$ cat src/pkg/conv_pkg.sv
// Shared constants for the conversion control and serial port block.
package conv_pkg;
  localparam int SAMPLE_W = 24;
  localparam int STATUS_W = 24;
  localparam logic [23:0] CODE_POS_FS = 24'h7FFFFF;
  localparam logic [23:0] CODE_NEG_FS = 24'h800000;
  localparam logic [23:0] STATUS_WORD = 24'hC00000;
  // Commands are recognised from their first seven bits.
  localparam logic [6:0] CMD7_START = 7'h04;
  localparam logic [6:0] CMD7_STOP = 7'h05;
  localparam logic [2:0] CMD_DECODE_BIT = 3'h6;
  localparam logic [31:0] HALT_SETUP_TIME_CLK = 32'h10;
  localparam logic [31:0] HALT_HOLD_TIME_CLK = 32'h10;
  localparam logic [2:0] REFILL_HIGH_CLK = 3'h4;
  localparam int FILTER_RESET_FACTOR = 4;
  localparam logic [2:0] PIN_RST = 3'h4;
endpackage : conv_pkg

$ cat src/pkg/ser_if.sv
// Events and frame data passed between the serial port and the sequencer.
`timescale 1ns/1ps
interface ser_if #(parameter int FW = 216);
  logic sclk_fall;
  logic start_cmd;
  logic stop_cmd;
  logic new_data;
  logic [FW-1:0] frame;
  modport port (output sclk_fall, output start_cmd, output stop_cmd,
                input new_data, input frame);
  modport ctrl (input sclk_fall, input start_cmd, input stop_cmd,
                output new_data, output frame);
endinterface : ser_if

$ cat src/hw/conv_ctrl.sv
// Conversion sequencer with result framing and the serial host port.
`timescale 1ns/1ps
module conv_ctrl
  import conv_pkg::*;
#(
  parameter int N_CH = 8,
  parameter int RAW_W = 26,
  parameter int DATA_PERIOD_CLK = 8192
) (
  input wire logic core_clk,
  input wire logic nrst,
  input wire logic start_pin,
  input wire logic single_shot,
  input wire logic [N_CH-1:0][RAW_W-1:0] chan_raw,
  input wire logic cs_n_pin,
  input wire logic sclk_pin,
  input wire logic din_pin,
  output logic dout_o,
  output logic dout_oe_n,
  output logic result_ready_n,
  output logic converting
);
  localparam int FW = STATUS_W + SAMPLE_W * N_CH;
  localparam logic [31:0] FIRST_LOAD =
    32'(FILTER_RESET_FACTOR * DATA_PERIOD_CLK - 1);
  localparam logic [31:0] NEXT_LOAD = 32'(DATA_PERIOD_CLK - 1);
  if (N_CH < 1 || N_CH > 8 || RAW_W < SAMPLE_W ||
      DATA_PERIOD_CLK < 64) begin : g_chk
    $error("conv_ctrl: parameter values not supported");
  end

  typedef enum logic {ST_IDLE, ST_CONV} conv_state_t;

  ser_if #(.FW(FW)) sbus ();

  serial_port u_port (
    .core_clk(core_clk),
    .nrst(nrst),
    .cs_n_pin(cs_n_pin),
    .sclk_pin(sclk_pin),
    .din_pin(din_pin),
    .dout_o(dout_o),
    .dout_oe_n(dout_oe_n),
    .bus(sbus.port)
  );

  // Out-of-range values saturate instead of wrapping.
  function automatic logic [23:0] clip24(input logic [RAW_W-1:0] v);
    logic [RAW_W-24:0] top;
    top = v[RAW_W-1:23];
    if ((&top) || !(|top)) begin
      clip24 = v[23:0];
    end else if (v[RAW_W-1]) begin
      clip24 = CODE_NEG_FS;
    end else begin
      clip24 = CODE_POS_FS;
    end
  endfunction : clip24

  logic st_s1_r, st_s2_r, st_s3_r, st_f_r, st_f_nxt;
  logic st_rise, st_fall, start_evt, stop_evt, done;

  always_comb begin
    st_f_nxt = (st_s2_r == st_s3_r) ? st_s3_r : st_f_r;
    st_rise = st_f_nxt & ~st_f_r;
    st_fall = ~st_f_nxt & st_f_r;
  end

  always_ff @(posedge core_clk or negedge nrst) begin
    if (!nrst) begin
      st_s1_r <= 1'b0;
      st_s2_r <= 1'b0;
      st_s3_r <= 1'b0;
      st_f_r <= 1'b0;
    end else begin
      st_s1_r <= start_pin;
      st_s2_r <= st_s1_r;
      st_s3_r <= st_s2_r;
      st_f_r <= st_f_nxt;
    end
  end

  assign start_evt = st_rise | sbus.start_cmd;
  assign stop_evt = st_fall | sbus.stop_cmd;

  conv_state_t state_r, state_nxt;
  logic [31:0] cnt_r, cnt_nxt;
  logic halt_r, halt_nxt, halt_late_r, halt_late_nxt;
  logic rdy_n_r, rdy_n_nxt, new_data_r, new_data_nxt;
  logic [2:0] hi_cnt_r, hi_cnt_nxt;
  logic [FW-1:0] frame_r, frame_nxt;

  assign done = (state_r == ST_CONV) && (cnt_r == 32'h0) && !start_evt;

  always_comb begin
    state_nxt = state_r;
    cnt_nxt = cnt_r;
    halt_nxt = halt_r;
    halt_late_nxt = halt_late_r;
    rdy_n_nxt = rdy_n_r;
    hi_cnt_nxt = hi_cnt_r;
    frame_nxt = frame_r;
    new_data_nxt = 1'b0;
    // Serial clock pulls the strobe high even when deselected, but not in single-shot mode while idle.
    if (sbus.sclk_fall && !(single_shot && state_r == ST_IDLE)) begin
      rdy_n_nxt = 1'b1;
    end
    if (hi_cnt_r != 3'h0) begin
      hi_cnt_nxt = 3'(hi_cnt_r - 3'h1);
      rdy_n_nxt = (hi_cnt_r == 3'h1) ? 1'b0 : 1'b1;
    end
    case (state_r)
      ST_IDLE: begin
        if (start_evt) begin
          state_nxt = ST_CONV;
          cnt_nxt = FIRST_LOAD;
          halt_nxt = 1'b0;
          halt_late_nxt = 1'b0;
          rdy_n_nxt = 1'b1;
          hi_cnt_nxt = 3'h0;
        end
      end
      ST_CONV: begin
        if (start_evt) begin
          // A start while running resynchronises the filter.
          cnt_nxt = FIRST_LOAD;
          halt_nxt = 1'b0;
          halt_late_nxt = 1'b0;
          rdy_n_nxt = 1'b1;
          hi_cnt_nxt = 3'h0;
        end else begin
          if (stop_evt) begin
            if (cnt_r >= HALT_SETUP_TIME_CLK) begin
              halt_nxt = 1'b1;
            end else begin
              halt_late_nxt = 1'b1;
            end
          end
          if (cnt_r == 32'h0) begin
            frame_nxt[FW-1 -: STATUS_W] = STATUS_WORD;
            for (int i = 0; i < N_CH; i++) begin
              frame_nxt[FW-1-STATUS_W-i*SAMPLE_W -: SAMPLE_W] =
                clip24(chan_raw[i]);
            end
            new_data_nxt = 1'b1;
            // In continuous mode an unread result is replaced behind a short high pulse.
            if (!rdy_n_r && !single_shot) begin
              hi_cnt_nxt = REFILL_HIGH_CLK;
              rdy_n_nxt = 1'b1;
            end else begin
              rdy_n_nxt = 1'b0;
              hi_cnt_nxt = 3'h0;
            end
            if (single_shot || halt_r || stop_evt) begin
              state_nxt = ST_IDLE;
            end else begin
              cnt_nxt = NEXT_LOAD;
              halt_nxt = halt_late_r;
              halt_late_nxt = 1'b0;
            end
          end else begin
            cnt_nxt = cnt_r - 32'h1;
          end
        end
      end
      default: state_nxt = ST_IDLE;
    endcase
  end

  always_ff @(posedge core_clk or negedge nrst) begin
    if (!nrst) begin
      state_r <= ST_IDLE;
      cnt_r <= 32'h0;
      halt_r <= 1'b0;
      halt_late_r <= 1'b0;
      rdy_n_r <= 1'b1;
      hi_cnt_r <= 3'h0;
      frame_r <= '0;
      new_data_r <= 1'b0;
    end else begin
      state_r <= state_nxt;
      cnt_r <= cnt_nxt;
      halt_r <= halt_nxt;
      halt_late_r <= halt_late_nxt;
      rdy_n_r <= rdy_n_nxt;
      hi_cnt_r <= hi_cnt_nxt;
      frame_r <= frame_nxt;
      new_data_r <= new_data_nxt;
    end
  end

  assign sbus.frame = frame_r;
  assign sbus.new_data = new_data_r;
  assign result_ready_n = rdy_n_r;
  assign converting = (state_r == ST_CONV);
endmodule : conv_ctrl

$ cat src/hw/serial_port.sv
// Four-wire serial port: pin synchronisers, command decode and data shifter.
`timescale 1ns/1ps
module serial_port
  import conv_pkg::*;
(
  input wire logic core_clk,
  input wire logic nrst,
  input wire logic cs_n_pin,
  input wire logic sclk_pin,
  input wire logic din_pin,
  output logic dout_o,
  output logic dout_oe_n,
  ser_if.port bus
);
  localparam int FW = $bits(bus.frame);
  if (FW < 8 || FW > 65535) begin : g_chk
    $error("serial_port: frame width out of range");
  end

  // Bit 2 chip select, bit 1 serial clock, bit 0 data in.
  logic [2:0] s1_r, s2_r, s3_r, filt_r, filt_nxt;
  logic rise, fall;
  logic [2:0] in_cnt_r, in_cnt_nxt;
  logic [6:0] in_sr_r, in_sr_nxt;
  logic [15:0] out_idx_r, out_idx_nxt;
  logic dout_r, dout_nxt;
  logic start_r, start_nxt, stop_r, stop_nxt, fall_r;

  // A level counts only once the second and third stages agree.
  always_comb begin
    for (int i = 0; i < 3; i++) begin
      filt_nxt[i] = (s2_r[i] == s3_r[i]) ? s3_r[i] : filt_r[i];
    end
    rise = filt_nxt[1] & ~filt_r[1];
    fall = ~filt_nxt[1] & filt_r[1];
  end

  always_ff @(posedge core_clk or negedge nrst) begin
    if (!nrst) begin
      s1_r <= PIN_RST;
      s2_r <= PIN_RST;
      s3_r <= PIN_RST;
      filt_r <= PIN_RST;
    end else begin
      s1_r <= {cs_n_pin, sclk_pin, din_pin};
      s2_r <= s1_r;
      s3_r <= s2_r;
      filt_r <= filt_nxt;
    end
  end

  always_comb begin
    in_cnt_nxt = in_cnt_r;
    in_sr_nxt = in_sr_r;
    out_idx_nxt = out_idx_r;
    dout_nxt = dout_r;
    start_nxt = 1'b0;
    stop_nxt = 1'b0;
    if (filt_r[2]) begin
      // Deselect is the only way out of a half-shifted command.
      in_cnt_nxt = 3'h0;
      out_idx_nxt = 16'h0000;
      dout_nxt = 1'b0;
    end else begin
      if (rise) begin
        dout_nxt = bus.frame[FW - 1 - int'(out_idx_r)];
        out_idx_nxt = (int'(out_idx_r) == FW - 1) ? 16'h0000 :
                      16'(out_idx_r + 16'h0001);
      end
      if (fall) begin
        in_sr_nxt = {in_sr_r[5:0], filt_nxt[0]};
        in_cnt_nxt = 3'(in_cnt_r + 3'h1);
        // Decoded while data shifts out on the other line.
        if (in_cnt_r == CMD_DECODE_BIT) begin
          start_nxt = ({in_sr_r[5:0], filt_nxt[0]} == CMD7_START);
          stop_nxt = ({in_sr_r[5:0], filt_nxt[0]} == CMD7_STOP);
        end
      end
      if (bus.new_data) begin
        out_idx_nxt = 16'h0000;
      end
    end
  end

  always_ff @(posedge core_clk or negedge nrst) begin
    if (!nrst) begin
      in_cnt_r <= 3'h0;
      in_sr_r <= 7'h00;
      out_idx_r <= 16'h0000;
      dout_r <= 1'b0;
      start_r <= 1'b0;
      stop_r <= 1'b0;
      fall_r <= 1'b0;
    end else begin
      in_cnt_r <= in_cnt_nxt;
      in_sr_r <= in_sr_nxt;
      out_idx_r <= out_idx_nxt;
      dout_r <= dout_nxt;
      start_r <= start_nxt;
      stop_r <= stop_nxt;
      fall_r <= fall;
    end
  end

  assign dout_o = dout_r;
  assign dout_oe_n = filt_r[2];
  assign bus.start_cmd = start_r;
  assign bus.stop_cmd = stop_r;
  assign bus.sclk_fall = fall_r;
endmodule : serial_port

$ cat config.mk
export PLATFORM = sky130hd
export DESIGN_NAME = conv_ctrl
export DESIGN_NICKNAME = d
export VERILOG_FILES = /design/src/pkg/conv_pkg.sv /design/src/pkg/ser_if.sv /design/src/hw/conv_ctrl.sv /design/src/hw/serial_port.sv
export SDC_FILE = /design/constraint.sdc
export NUM_CORES = 1
export LEC_CHECK = 0
export ABC_AREA = 1
export BUFFER_PORTS_ARGS = -buffer_cell sky130_fd_sc_hd__buf_2
export CORE_ASPECT_RATIO = 0.7
export CORE_MARGIN = 2
export CORE_UTILIZATION = 45
export CTS_BUF_LIST = sky130_fd_sc_hd__clkbuf_8
export DETAILED_ROUTE_END_ITERATION = 12
export PLACE_DENSITY = 0.67
export SYNTH_ARGS = -nofsm -noshare
export SYNTH_HDL_FRONTEND = slang
export SYNTH_HIERARCHICAL = 1
export SYNTH_SLANG_ARGS = --single-unit
$ cat constraint.sdc
create_clock -name core_clk -period 1.65 [get_ports core_clk]
set_input_delay 0.165 -clock core_clk [delete_from_list [all_inputs] [get_ports core_clk]]
set_output_delay 0.165 -clock core_clk [all_outputs]
set_load 0.01 [all_outputs]
==> results.json <==
{
  "end_kind": "register",
  "maximum_number_of_pins_on_one_net_before_global_route_repair": 58,
  "drt-initial-drc-count": 2297,
  "primary_flip_flop_cell_chosen_by_synthesis_mapping": "sky130_fd_sc_hd__dfrtp_1",
  "placementRows": 57,
  "vias": 18762,
  "ant_nets": 0,
  "cts.sink_count": 278,
  "netlist-cell-type-count": 48,
  "final_layout_size_suffix_gt1_share_pct": 40.8,
  "unrepaired_setup_endpoints_after_global_routing": "true",
  "timing.reg2reg.setup_slack_ns": -0.53,
  "grt_antenna_before_repair": 1,
  "r2r_end": "u_port/dout_o$_DFFE_PN0P_",
  "num_io_pins": 219,
  "fmax_mhz": 459,
  "finalWorstSetupSlack_ns": -0.529,
  "cts_tree": "done",
  "r2r.worst_path.cells": 15,
  "outcome": "finished, violations left",
  "report.power.total_mw": 20.2,
  "die_w_um": 230,
  "timing.max_slew.rel_slack_pct": 20.0,
  "avgRoutedWirePerCell_um": 20.8,
  "synth_area_mm2": 0.0160,
  "total_routed_wirelength_um": 68400,
  "fin_setup_tns_ns": -61.76,
  "final_design_area_no_fill_mm2": 0.0262,
  "place_congestion": 0.981,
  "synth_area_leaders": "sky130_fd_sc_hd__dfrtp_1 43%, sky130_fd_sc_hd__nand2_1 14%, sky130_fd_sc_hd__o21ai_2 6.5%",
  "post_layout_nonfiller_instances": 3292,
  "growth_of_design_area_from_synthesis_to_finish_pct": 63.2,
  "hold-worst-slack_ns": 0.0550,
  "share_of_flip_flops_with_an_asynchronous_set_or_reset_pct": 100,
  "synth-edff-count": 0,
  "drt_drc_violations_left": 0,
  "failed_checks": "setup timing",
  "synth.top_cell.area_share_pct": 42.6,
  "worst-setup-path-type": "register to register",
  "finalNetCount": 3010,
  "first_global_vias": 17659,
  "globalRoute.totalOverflow": 0,
  "synth_seq_area_share_pct": 43.4,
  "h_tree_level_count": 2,
  "synthesis.area_per_instance_um2": 7.58,
  "post_dp_cell_area_mm2": 0.0186,
  "timing_max_transition_violations_final": 0,
  "ys_seq_elements": 278,
  "static-leakage-power_nw": 12.5,
  "layout.cells.most_common_list": "339 x sky130_fd_sc_hd__nand2_1, 270 x sky130_fd_sc_hd__dfrtp_1, 219 x sky130_fd_sc_hd__nor2_1",
  "vdd.ir_drop.worst_mv": 0.472,
  "vias_per_cell": 5.70,
  "p_per_area_mw_per_mm2": 770,
  "clk_latency_ns": 0.59,
  "yosys.area.top_type": "sky130_fd_sc_hd__dfrtp_1",
  "path_max_fanout": 19,
  "tritoncts.num_buffers": 44,
  "finalSetupViolations": 250,
  "port_buffers": 218,
  "core-area_mm2": 0.0349,
  "dieHeight_um": 162,
  "finalWorstPathRequiredPeriod_ns": 2.18,
  "timing.critical_path.required_ns": 2.13,
  "placed_cells": 2891,
  "worst-slew-pin-transition_ns": 1.20,
  "finalCritPeriodShare_pct": 132,
  "yosys_warnings": 6,
  "root_buffer": "sky130_fd_sc_hd__clkbuf_8",
  "nFillCells": 2247,
  "initial_utilization_pct": 45.9,
  "wire_length_of_the_first_global_routing_pass_um": 94000,
  "clock-skew-final_ns": 0.0303,
  "first_pass_iters": 7,
  "clkSlewWorstSetupHoldPaths_ns": 0.07,
  "grtUsageTotal_pct": 32.0,
  "cts-root-to-sink-buffers": 3,
  "worst_hold_path_type": "input pin to async pin",
  "dp_hpwl_um": 34000,
  "layout_commonest_cell": "sky130_fd_sc_hd__nand2_1",
  "cp-start-kind": "register",
  "rr_startpoint": "u_port/out_idx_r[0]$_DFFE_PN0P_",
  "number_of_failing_hold_endpoints_at_the_final_stage": 0,
  "synth_cells": 2118,
  "fp.dieArea_mm2": 0.0372,
  "max-cap-violations": 0,
  "worstPathArrival_ns": 2.66
}
## Yosys cell counts (2+ instances only)
cell and count:
sky130_fd_sc_hd__xnor2_1 7, sky130_fd_sc_hd__nand2_2 5, sky130_fd_sc_hd__o21bai_1 4, sky130_fd_sc_hd__a21oi_1 162, sky130_fd_sc_hd__ha_1 10, sky130_fd_sc_hd__nor2_2 6, sky130_fd_sc_hd__nand2_1 588, sky130_fd_sc_hd__dfstp_2 5
sky130_fd_sc_hd__nand4_2 2, sky130_fd_sc_hd__nand4_1 12, sky130_fd_sc_hd__o21ai_2 120, sky130_fd_sc_hd__nand3_1 127, sky130_fd_sc_hd__buf_4 11, sky130_fd_sc_hd__inv_1 114, sky130_fd_sc_hd__nand3b_1 2, sky130_fd_sc_hd__buf_2 26
sky130_fd_sc_hd__nor3_1 14, sky130_fd_sc_hd__o21ai_1 75, sky130_fd_sc_hd__dfrtp_1 273, sky130_fd_sc_hd__clkbuf_1 46, sky130_fd_sc_hd__inv_2 9, sky130_fd_sc_hd__a22oi_1 2, sky130_fd_sc_hd__nor4_1 3, sky130_fd_sc_hd__o211ai_1 8
sky130_fd_sc_hd__xor2_1 7, sky130_fd_sc_hd__a21o_1 2, sky130_fd_sc_hd__o21ai_0 101, sky130_fd_sc_hd__buf_6 41, sky130_fd_sc_hd__nor2_1 268, sky130_fd_sc_hd__a21boi_0 45, sky130_fd_sc_hd__buf_1 3, sky130_fd_sc_hd__nor2_4 4
## flip-flops by register name, summed over array words and instances, names as in the netlist, 3 cells and up
name,flops
u_port/s2_r,3
u_port/s1_r,3
u_port/s3_r,3
u_port/in_sr_r,6
u_port/in_cnt_r,3
u_port/out_idx_r,16
hi_cnt_r,3
cnt_r,32
frame_r,193
u_port/filt_r,3
## stage by stage
step	util (%)	setup WS, ns
after floorplan	-	-0.0160
after global placement	53.3	-0.343
after detailed placement	53.3	-0.331
after CTS	68.9	-0.258
after global routing	75.0	-0.584
final	75.0	-0.529
## layer usage
layer  global-route usage (%)  share of wire [%]  wire, um  up-vias
met1                     43.6                 39     26400     8917
met3                     6.57                 11      7320      311
met4                     11.8                5.1      3460        0
met2                     50.6                 46     31200     1241
met5                        0                  0         0        -
li1                         -                  -         -     8293
## critical path, cell delays in order (launching register included)
cell and delay (ns):
sky130_fd_sc_hd__dfrtp_4 0.50, sky130_fd_sc_hd__buf_4 0.16, sky130_fd_sc_hd__buf_12 0.12, sky130_fd_sc_hd__buf_16 0.15
sky130_fd_sc_hd__nor2_1 0.16, sky130_fd_sc_hd__nor2_1 0.09, sky130_fd_sc_hd__o21ai_0 0.14, sky130_fd_sc_hd__nand3_1 0.13
sky130_fd_sc_hd__nand3_1 0.12, sky130_fd_sc_hd__nand2_1 0.07, sky130_fd_sc_hd__nand3_1 0.09, sky130_fd_sc_hd__nand3_2 0.09
sky130_fd_sc_hd__nand2_1 0.08, sky130_fd_sc_hd__nand3_1 0.06, sky130_fd_sc_hd__nand2_1 0.06, sky130_fd_sc_hd__inv_1 0.04
## worst max path at each step
stage	start	endpoint	slack, ns	cells past startpoint
5_1_grt	u_port/out_idx_r[0]$_DFFE_PN0P_	u_port/dout_o$_DFFE_PN0P_	-0.58	19
4_1_cts	cnt_r[11]$_DFFE_PN0P_	frame_r[42]$_DFFE_PN0P_	-0.26	12
3_5_place_dp	u_port/out_idx_r[0]$_DFFE_PN0P_	u_port/out_idx_r[11]$_DFFE_PN0P_	-0.33	8
3_3_place_gp	u_port/out_idx_r[0]$_DFFE_PN0P_	u_port/dout_o$_DFFE_PN0P_	-0.34	16
6_report	u_port/out_idx_r[0]$_DFFE_PN0P_	u_port/dout_o$_DFFE_PN0P_	-0.53	15
2_1_floorplan	cnt_r[18]$_DFFE_PN0P_	frame_r[12]$_DFFE_PN0P_	-0.02	10
## repair_timing
item	CTS	global route
endpoints found under the hold margin	468	0
buffers inserted	44	32
endpoints found under the setup margin	252	259
gates cloned	44	24
pin swaps	46	85
gates resized for setup	279	473
hold buffers	196	0
## power by group
part | total, mW | switching (mW) | internal, mW
sequential | 7.31 | 0.239 | 7.07
clock | 6.42 | 3.00 | 3.42
combinational | 6.44 | 3.77 | 2.67
total | 20.2 | 7.00 | 13.2
## layout make-up
cell class                 instances  area [um2]  area share (%)
multi-input combinational       1616       10100            38.5
sequential                       278        6970            26.6
antenna                            1        2.50         0.00955
timing repair buffer             722        7110            27.1
clock inverter                    23         153           0.583
inverter                         123         510            1.95
clock buffer                      57         785            2.99
tap                              472         591            2.25
## cells by family (layout without fill, tap and decap cells)
| kind of cell | Yosys count | after routing | synth area share [%] |
|---|---|---|---|
| adder cells (fa/ha/maj) | 12 | 12 | 0.912 |
| AO/OA/AOI/OAI | 526 | 526 | 20.3 |
| other | 1 | 23 | 0.0234 |
| AND/OR/NAND/NOR | 1037 | 1042 | 26.4 |
| buffers and inverters | 250 | 925 | 8.22 |
| flip-flops | 278 | 278 | 43.4 |
| XOR/XNOR | 14 | 14 | 0.764 |
Power figures use the tool's default switching activity.
